## config.mk

```make
export PLATFORM = sky130hd
export DESIGN_NAME = sild_host_flat
export DESIGN_NICKNAME = d
export VERILOG_FILES = /design/src/rtl/sild_pkg.sv /design/src/rtl/sild_if.sv /design/src/rtl/sild_buf.sv /design/src/rtl/sild_host.sv /design/src/flat_wrapper.sv
export SDC_FILE = /design/constraint.sdc
export NUM_CORES = 1
export LEC_CHECK = 0
export BUFFER_PORTS_ARGS = -buffer_cell sky130_fd_sc_hd__buf_2
export CELL_PAD_IN_SITES_DETAIL_PLACEMENT = 0
export CELL_PAD_IN_SITES_GLOBAL_PLACEMENT = 2
export CORE_ASPECT_RATIO = 0.5
export CORE_MARGIN = 5
export CORE_UTILIZATION = 41
export CTS_CLUSTER_SIZE = 24
export DETAILED_ROUTE_END_ITERATION = 8
export PLACE_DENSITY_LB_ADDON = 0.1
export SLEW_MARGIN = 20
export SYNTH_ARGS = -nofsm -noshare
export SYNTH_HDL_FRONTEND = slang
export SYNTH_HIERARCHICAL = 1
export SYNTH_SLANG_ARGS = --single-unit
```

## constraint.sdc

```tcl
create_clock -name clk_in -period 2.8 [get_ports clk_in]
set_input_delay 0.56 -clock clk_in [delete_from_list [all_inputs] [get_ports clk_in]]
set_output_delay 0.56 -clock clk_in [all_outputs]
set_load 0.02 [all_outputs]
```

## src/rtl/sild_pkg.sv

```systemverilog
// What this block does
// - Eight-bit shift register, rising shift clock
// - Rising latch clock copies shift into storage
// - Storage reaches outputs only while clear high
// - Clear low zeroes shift and storage stages
// - Host holds clear low at initialization
// - Enable high forces all sink outputs off
// - Enable low makes outputs follow storage
// - Bit one sinks current, zero is off
// - Host may pulse enable for dimming
// - Cascade output updates on falling shift clock
// - Cascade feeds next serial input, shared clock
// - Host shift clock at most ten megahertz
// - Shift whole chain, then one latch pulse
package sild_pkg;
	localparam int WORD_W        = 8;
	localparam int BUF_DEPTH     = 2;
	localparam int CLK_NS        = 20;
	// Half period of the host shift clock; 80 ns gives 160 ns, under 10 MHz
	localparam int SHIFT_HALF_NS = 80;
	localparam int SHIFT_HALF_CYC = (SHIFT_HALF_NS + CLK_NS - 1) / CLK_NS;
	localparam int CLEAR_NS      = 160;
	localparam int CLEAR_CYC     = (CLEAR_NS + CLK_NS - 1) / CLK_NS;
	localparam int DIV_W         = 3;
	localparam int CLR_W         = 4;
	localparam int BIT_W         = 3;
	localparam logic [BIT_W-1:0] LAST_BIT = 3'h7;
	localparam int MSB           = WORD_W - 1;
	// Synchroniser bit positions of device pins
	localparam int SY_SHIFT = 0;
	localparam int SY_LATCH = 1;
	localparam int SY_CLR_N = 2;
	localparam int SY_OE_N  = 3;
	localparam int SY_DATA  = 4;
	localparam int SY_W     = 5;
	// Clear asserted and outputs disabled while in reset
	localparam logic [SY_W-1:0] SY_RST = 5'h08;
	localparam logic [WORD_W-1:0] WORD_ZERO = 8'h00;

	typedef enum logic [5:0] {
		ST_CLEAR = 6'h01,
		ST_IDLE  = 6'h02,
		ST_LOW   = 6'h04,
		ST_HIGH  = 6'h08,
		ST_LATCH = 6'h10,
		ST_DONE  = 6'h20
	} sild_state_e;
endpackage

```

## src/rtl/sild_if.sv

```systemverilog
interface sild_if;
	logic shift_clock;
	logic latch_clock;
	logic register_clear_n;
	logic output_enable_n;
	logic serial_input_pin;
	logic cascade_output;

	modport host (
		output shift_clock,
		output latch_clock,
		output register_clear_n,
		output output_enable_n,
		output serial_input_pin
	);
	modport device (
		input  shift_clock,
		input  latch_clock,
		input  register_clear_n,
		input  output_enable_n,
		input  serial_input_pin,
		output cascade_output
	);
endinterface

```

## src/rtl/sild_buf.sv

```systemverilog
module sild_buf #(
	parameter int W     = sild_pkg::WORD_W,
	parameter int DEPTH = sild_pkg::BUF_DEPTH
) (
	input  wire logic         clk_in,
	input  wire logic         reset_n_in,
	input  wire logic [W-1:0] in_data_in,
	input  wire logic         in_valid_in,
	output logic              in_ready_out,
	output logic [W-1:0]      out_data_out,
	output logic              out_valid_out,
	input  wire logic         out_ready_in
);
	localparam int PW = $clog2(DEPTH);
	localparam int CW = $clog2(DEPTH + 1);
	localparam logic [PW-1:0] PTR_ONE  = 1;
	localparam logic [CW-1:0] CNT_ONE  = 1;
	localparam logic [CW-1:0] CNT_FULL = CW'(DEPTH);
	localparam logic [PW-1:0] PTR_LAST = PW'(DEPTH - 1);

	logic [W-1:0]  mem_q [DEPTH];
	logic [PW-1:0] wr_q;
	logic [PW-1:0] rd_q;
	logic [CW-1:0] cnt_q;
	logic          push;
	logic          pop;

	// Honest flags from the occupancy count
	assign in_ready_out  = (cnt_q != CNT_FULL);
	assign out_valid_out = (cnt_q != '0);
	assign out_data_out  = mem_q[rd_q];
	assign push          = in_valid_in && in_ready_out;
	assign pop           = out_valid_out && out_ready_in;

	// Storage has no reset; only written slots are ever read
	always_ff @(posedge clk_in) begin
		if (push) begin
			mem_q[wr_q] <= in_data_in;
		end
	end

	// Pointers wrap at depth, which need not be a power of two
	always_ff @(posedge clk_in or negedge reset_n_in) begin
		if (!reset_n_in) begin
			wr_q  <= '0;
			rd_q  <= '0;
			cnt_q <= '0;
		end else begin
			if (push) begin
				wr_q <= (wr_q == PTR_LAST) ? '0 : wr_q + PTR_ONE;
			end
			if (pop) begin
				rd_q <= (rd_q == PTR_LAST) ? '0 : rd_q + PTR_ONE;
			end
			if (push && !pop) begin
				cnt_q <= cnt_q + CNT_ONE;
			end else if (pop && !push) begin
				cnt_q <= cnt_q - CNT_ONE;
			end
		end
	end
endmodule

```

## src/rtl/sild_host.sv

```systemverilog
module sild_host (
	input  wire logic                         clk_in,
	input  wire logic                         reset_n_in,
	input  wire logic [sild_pkg::WORD_W-1:0]  word_in,
	input  wire logic                         word_valid_in,
	output logic                              word_ready_out,
	input  wire logic                         dim_n_in,
	output logic                              busy_out,
	sild_if.host                              link
);
	localparam logic [sild_pkg::DIV_W-1:0] DIV_END =
		sild_pkg::DIV_W'(sild_pkg::SHIFT_HALF_CYC - 1);
	localparam logic [sild_pkg::DIV_W-1:0] DIV_ONE = 1;
	localparam logic [sild_pkg::CLR_W-1:0] CLR_END =
		sild_pkg::CLR_W'(sild_pkg::CLEAR_CYC - 1);
	localparam logic [sild_pkg::CLR_W-1:0] CLR_ONE = 1;
	localparam logic [sild_pkg::BIT_W-1:0] BIT_ONE = 1;

	sild_pkg::sild_state_e         state_q;
	logic [sild_pkg::DIV_W-1:0]    div_q;
	logic [sild_pkg::CLR_W-1:0]    clr_cnt_q;
	logic [sild_pkg::BIT_W-1:0]    bit_q;
	logic [sild_pkg::WORD_W-1:0]   word_q;
	logic [sild_pkg::WORD_W-1:0]   buf_data;
	logic                          buf_valid;
	logic                          buf_take;
	logic                          tick;
	logic                          sclk_q;
	logic                          latch_q;
	logic                          clr_n_q;
	logic                          oe_n_q;
	logic                          sdata_q;

	// Two-entry buffer absorbs a word while the previous one shifts
	sild_buf u_buf (
		.clk_in        (clk_in),
		.reset_n_in    (reset_n_in),
		.in_data_in    (word_in),
		.in_valid_in   (word_valid_in),
		.in_ready_out  (word_ready_out),
		.out_data_out  (buf_data),
		.out_valid_out (buf_valid),
		.out_ready_in  (buf_take)
	);

	assign buf_take = (state_q == sild_pkg::ST_IDLE) && buf_valid && tick;
	assign busy_out = (state_q != sild_pkg::ST_IDLE);
	assign tick     = (div_q == DIV_END);

	// Half-period enable keeps the shift clock at 160 ns
	always_ff @(posedge clk_in or negedge reset_n_in) begin
		if (!reset_n_in) begin
			div_q <= '0;
		end else begin
			div_q <= tick ? '0 : div_q + DIV_ONE;
		end
	end

	// Sequencer: clear, then per word eight shift clocks and one latch
	always_ff @(posedge clk_in or negedge reset_n_in) begin
		if (!reset_n_in) begin
			state_q   <= sild_pkg::ST_CLEAR;
			clr_cnt_q <= '0;
			bit_q     <= '0;
			word_q    <= sild_pkg::WORD_ZERO;
			sclk_q    <= 1'b0;
			latch_q   <= 1'b0;
			clr_n_q   <= 1'b0;
			sdata_q   <= 1'b0;
		end else begin
			case (state_q)
				sild_pkg::ST_CLEAR: begin
					clr_n_q <= 1'b0;
					if (clr_cnt_q == CLR_END) begin
						clr_n_q <= 1'b1;
						state_q <= sild_pkg::ST_IDLE;
					end else begin
						clr_cnt_q <= clr_cnt_q + CLR_ONE;
					end
				end
				sild_pkg::ST_IDLE: begin
					if (buf_take) begin
						// Most significant bit first, so it lands on output seven
						word_q  <= buf_data;
						sdata_q <= buf_data[sild_pkg::MSB];
						bit_q   <= '0;
						state_q <= sild_pkg::ST_LOW;
					end
				end
				sild_pkg::ST_LOW: begin
					if (tick) begin
						sclk_q  <= 1'b1;
						state_q <= sild_pkg::ST_HIGH;
					end
				end
				sild_pkg::ST_HIGH: begin
					if (tick) begin
						sclk_q <= 1'b0;
						if (bit_q == sild_pkg::LAST_BIT) begin
							latch_q <= 1'b1;
							state_q <= sild_pkg::ST_LATCH;
						end else begin
							word_q  <= {word_q[sild_pkg::MSB-1:0], 1'b0};
							sdata_q <= word_q[sild_pkg::MSB-1];
							bit_q   <= bit_q + BIT_ONE;
							state_q <= sild_pkg::ST_LOW;
						end
					end
				end
				sild_pkg::ST_LATCH: begin
					if (tick) begin
						latch_q <= 1'b0;
						state_q <= sild_pkg::ST_DONE;
					end
				end
				sild_pkg::ST_DONE: begin
					if (tick) begin
						state_q <= sild_pkg::ST_IDLE;
					end
				end
				default: begin
					state_q <= sild_pkg::ST_CLEAR;
				end
			endcase
		end
	end

	// Enable follows the user dimming input, no reload needed
	always_ff @(posedge clk_in or negedge reset_n_in) begin
		if (!reset_n_in) begin
			oe_n_q <= 1'b1;
		end else begin
			oe_n_q <= dim_n_in;
		end
	end

	assign link.shift_clock      = sclk_q;
	assign link.latch_clock      = latch_q;
	assign link.register_clear_n = clr_n_q;
	assign link.output_enable_n  = oe_n_q;
	assign link.serial_input_pin = sdata_q;
endmodule

```

## src/flat_wrapper.sv

```systemverilog
// flat-port wrapper written by rule: the top's interface ports become plain ports
module sild_host_flat 
  (clk_in, reset_n_in, word_in, word_valid_in, word_ready_out, dim_n_in, busy_out, link_shift_clock, link_latch_clock, link_register_clear_n, link_output_enable_n, link_serial_input_pin);
  sild_if link_i ();
  input  wire logic clk_in;
  input  wire logic reset_n_in;
  input  wire logic [sild_pkg::WORD_W-1:0] word_in;
  input  wire logic word_valid_in;
  output logic word_ready_out;
  input  wire logic dim_n_in;
  output logic busy_out;
  output wire logic [$bits(link_i.shift_clock)-1:0] link_shift_clock;
  output wire logic [$bits(link_i.latch_clock)-1:0] link_latch_clock;
  output wire logic [$bits(link_i.register_clear_n)-1:0] link_register_clear_n;
  output wire logic [$bits(link_i.output_enable_n)-1:0] link_output_enable_n;
  output wire logic [$bits(link_i.serial_input_pin)-1:0] link_serial_input_pin;
  assign link_shift_clock = link_i.shift_clock;
  assign link_latch_clock = link_i.latch_clock;
  assign link_register_clear_n = link_i.register_clear_n;
  assign link_output_enable_n = link_i.output_enable_n;
  assign link_serial_input_pin = link_i.serial_input_pin;
  sild_host u_core (.clk_in(clk_in), .reset_n_in(reset_n_in), .word_in(word_in), .word_valid_in(word_valid_in), .word_ready_out(word_ready_out), .dim_n_in(dim_n_in), .busy_out(busy_out), .link(link_i));
endmodule
```

==> impl_metrics.csv <==
group,metric,value,unit
logic_synthesis,ys_seq_elements,48,
setup_path,cp.arrival,1.85,ns
routing,ant_nets,0,
clock_network,cts_buffers,5,
placed_design,gp_congestion,0.7615,
logic_synthesis,async_reset_ff_frac,0.6667,
logic_synthesis,yosysWarnings,6,
placed_design,io_buffers,18,
cells_and_area,layout-drive-gt1-share,0.3158,
cells_and_area,nets,206,
die,dieArea,7197,um2
clock_network,cts_tree,"done",
die,coreArea,5420,um2
die,start_util,0.4176,
logic_synthesis,yosysTopAreaCell,"dfrtp_1",
routing,drtPass1Iterations,2,
routing,viasPerCell,4.863,
routing,drt-total-wl,3.717,mm
clock_network,cts_resized,0,
sta,fmax,414.9,MHz
setup_path,crit_type,"reg2out",
run_status,status,"finished clean",
job,maxCapViolCount,0,
setup_path,crit_fanout,10,
sta,finalSetupTns,0,ns
routing,avgRoutedWirePerCell,14.13,um
global_routing,grt_pass1_wl,6.637,mm
logic_synthesis,ys_top_cells_by_area,"dfrtp_1 33%, edfxtp_1 21%, mux2_2 9.5%, mux2_4 3.3%, ha_1 2.8%",
die,num_rows,19,
cells_and_area,multi_input_area,887.1,um2
sta,skew,0.004440,ns
sta,rsz0062_at_grt,"no",
setup_path,start_kind,"flop",
power_and_ir_drop,p_per_area,957.2,nW/um2
power_and_ir_drop,ir_drop,0.3394,mV
cells_and_area,stdcell_area,2515,um2
logic_synthesis,avgSynthCellArea,13.16,um2
logic_synthesis,synth-seq-area-share,0.5672,
clock_network,clock_latency,0.30,ns
logic_synthesis,synthCells,172,
global_routing,first_global_vias,1362,
cells_and_area,area_growth,11.11,%
clock_network,cts_root_buf,"clkbuf_8",
global_routing,grt_use_total,0.1183,
setup_path,worst_ep_required_time,2.24,ns
clock_network,cts.htree.levels,2,
logic_synthesis,syn_area,2263,um2
sta,fin_crit_sh,0.8609,
sta,fin_crit,2.410,ns
power_and_ir_drop,power.leakage,1.059,nW
sta,setup_viol,0,
sta,slew_viol_final,0,
die,ioPinCount,19,
placed_design,placed_cell_area,2394,um2
cells_and_area,seq_area,1284,um2
die,die_y,62.54,um
sta,hold_viol,0,
logic_synthesis,yosysMostFrequentCell,"dfrtp_1",
global_routing,antenna_found_initial,0,
min_path,holdCritPathClass,"in2async",
sta,slew_headroom,0.5172,
cells_and_area,num-fill-cells,506,
setup_path,crit_path_end_kind,"output port",
routing,drc_errors,0,
logic_synthesis,ys_types,47,
global_routing,grt_max_degree,33,
logic_synthesis,synth_top_cell_area_share,0.3317,
routing,drt_iter0_drc,35,
clock_network,clock_path_buffers,2,
die,die_x,115.1,um
clock_network,cts_hold_buf,0,
logic_synthesis,synth_edf_count,16,
routing,vias,1279,
cells_and_area,antenna_cells,0,
clock_network,cts_setup_buffers,0,
global_routing,grt.overflow.total,0,
clock_network,clkTransAtPathRegs,0.09,ns
logic_synthesis,synth_common_cells,"30 x dfrtp_1, 19 x mux2_2, 16 x edfxtp_1",
sta,tightest_slew,0.7242,ns
logic_synthesis,synth_flop_cell,"dfrtp_1",
clock_network,cts.sinks,48,
placed_design,dpl.hpwl,2.536,mm
logic_synthesis,syn-num-nets,189,
## cells in the final DEF (no fill, tap or decap), types with 2 or more instances in the layout
cell	Yosys	final
dfrtp_1	30	30
mux2_2	19	19
buf_2	2	18
edfxtp_1	16	16
nor2_1	9	9
nand2_1	9	9
inv_1	7	7
clkbuf_8	0	6
nor2b_1	6	6
mux2_4	5	5
ha_1	5	5
xor2_1	4	4
mux2i_1	4	4
xnor2_1	4	4
nand3_1	3	3
nor3_1	3	3
a21oi_1	3	3
and3_1	3	3
o21bai_1	2	2
nor4_1	2	2
o21ai_0	2	2
a31oi_1	2	2
dfstp_2	2	2
buf_4	0	2
## logic make-up (layout without fill, tap and decap cells)
logic type               count (synthesis)  in the layout  share of synthesized area
XOR/XNOR                                 8              8                    0.03095
buffers and inverters                   17             35                    0.04091
flip-flops                              48             48                     0.5672
AO/OA/AOI/OAI                           18             18                    0.06412
adder cells (fa/ha/maj)                  5              5                    0.02764
multiplexers                            29             29                     0.1504
AND/OR/NAND/NOR                         47             47                     0.1189
## power by group
part           switching [mW]  internal [mW]  total (mW)
logic                   0.371          0.436       0.807
clock network           0.235          0.292       0.527
registers               0.152          0.921        1.07
total                   0.758           1.65        2.41
## sequential cells by signal, indices dropped and copies added, names as in the netlist
register                      flops
u_core/bit_q                      3
u_core/clr_cnt_q                  4
u_core/div_q                      3
u_core/link.latch_clock           1
u_core/link.output_enable_n       1
u_core/link.register_clear_n      1
u_core/link.serial_input_pin      1
u_core/link.shift_clock           1
u_core/state_q                    6
u_core/u_buf/cnt_q                2
u_core/u_buf/mem_q               16
u_core/u_buf/rd_q                 1
u_core/u_buf/wr_q                 1
u_core/word_q                     7
## path summary, 6_finish.rpt
path / endpoint / depth (start not counted) / slack [ns] / startpoint
setup / recovery: busy_out / 3 / 0.39 / u_core/state_q[5]
max in group asynchronous: u_core/clr_cnt_q[1] / 1 / 2.03 / reset_n_in
min in group clk_in: u_core/link.output_enable_n / 1 / 0.35 / dim_n_in
setup reg to reg: u_core/word_q[2] / 4 / 0.47 / u_core/state_q[5]
hold reg to reg: u_core/div_q[0] / 1 / 0.45 / u_core/div_q[0]
hold / removal: u_core/u_buf/cnt_q[1] / 1 / 0.31 / reset_n_in
## final cells by class
cell class / instances / share of cell area
multi-input combinational: 107 / 0.3527
tap: 73 / 0.03632
sequential: 48 / 0.5104
timing repair buffer: 20 / 0.04179
clock inverter: 2 / 0.01542
clock buffer: 6 / 0.03284
inverter: 7 / 0.01045
## worst max-delay path, cell delays in order, from the launching register on
cell     delay (ns)
dfrtp_1        0.51
or4_4          0.53
or2_1          0.32
buf_2          0.20
## per-stage QoR
| stage | instances | util | setup WS (ns) | hold WS [ns] | power (mW) |
|---|---|---|---|---|---|
| after floorplan | 172 | - | 0.5695 | 0.2644 | 1.739 |
| after global placement | 255 | 0.4416 | 0.5269 | 0.4259 | 1.899 |
| after detailed placement | 255 | 0.4416 | 0.4668 | 0.4362 | 1.903 |
| after CTS | 263 | 0.4640 | 0.3793 | 0.3304 | 2.447 |
| after global routing | 263 | 0.4640 | 0.3168 | 0.3256 | 2.582 |
| final | 263 | 0.4640 | 0.3896 | 0.3081 | 2.407 |
## metal layers
layer / routed length, um / vias to the layer above / global-route usage
li1: - / 643 / -
met1: 1960 / 616 / 0.1624
met2: 1570 / 15 / 0.1707
met4: 47 / 0 / 0.04832
met3: 138 / 5 / 0.03965
met5: 0 / - / 0
(Power assumes the default switching activity.)
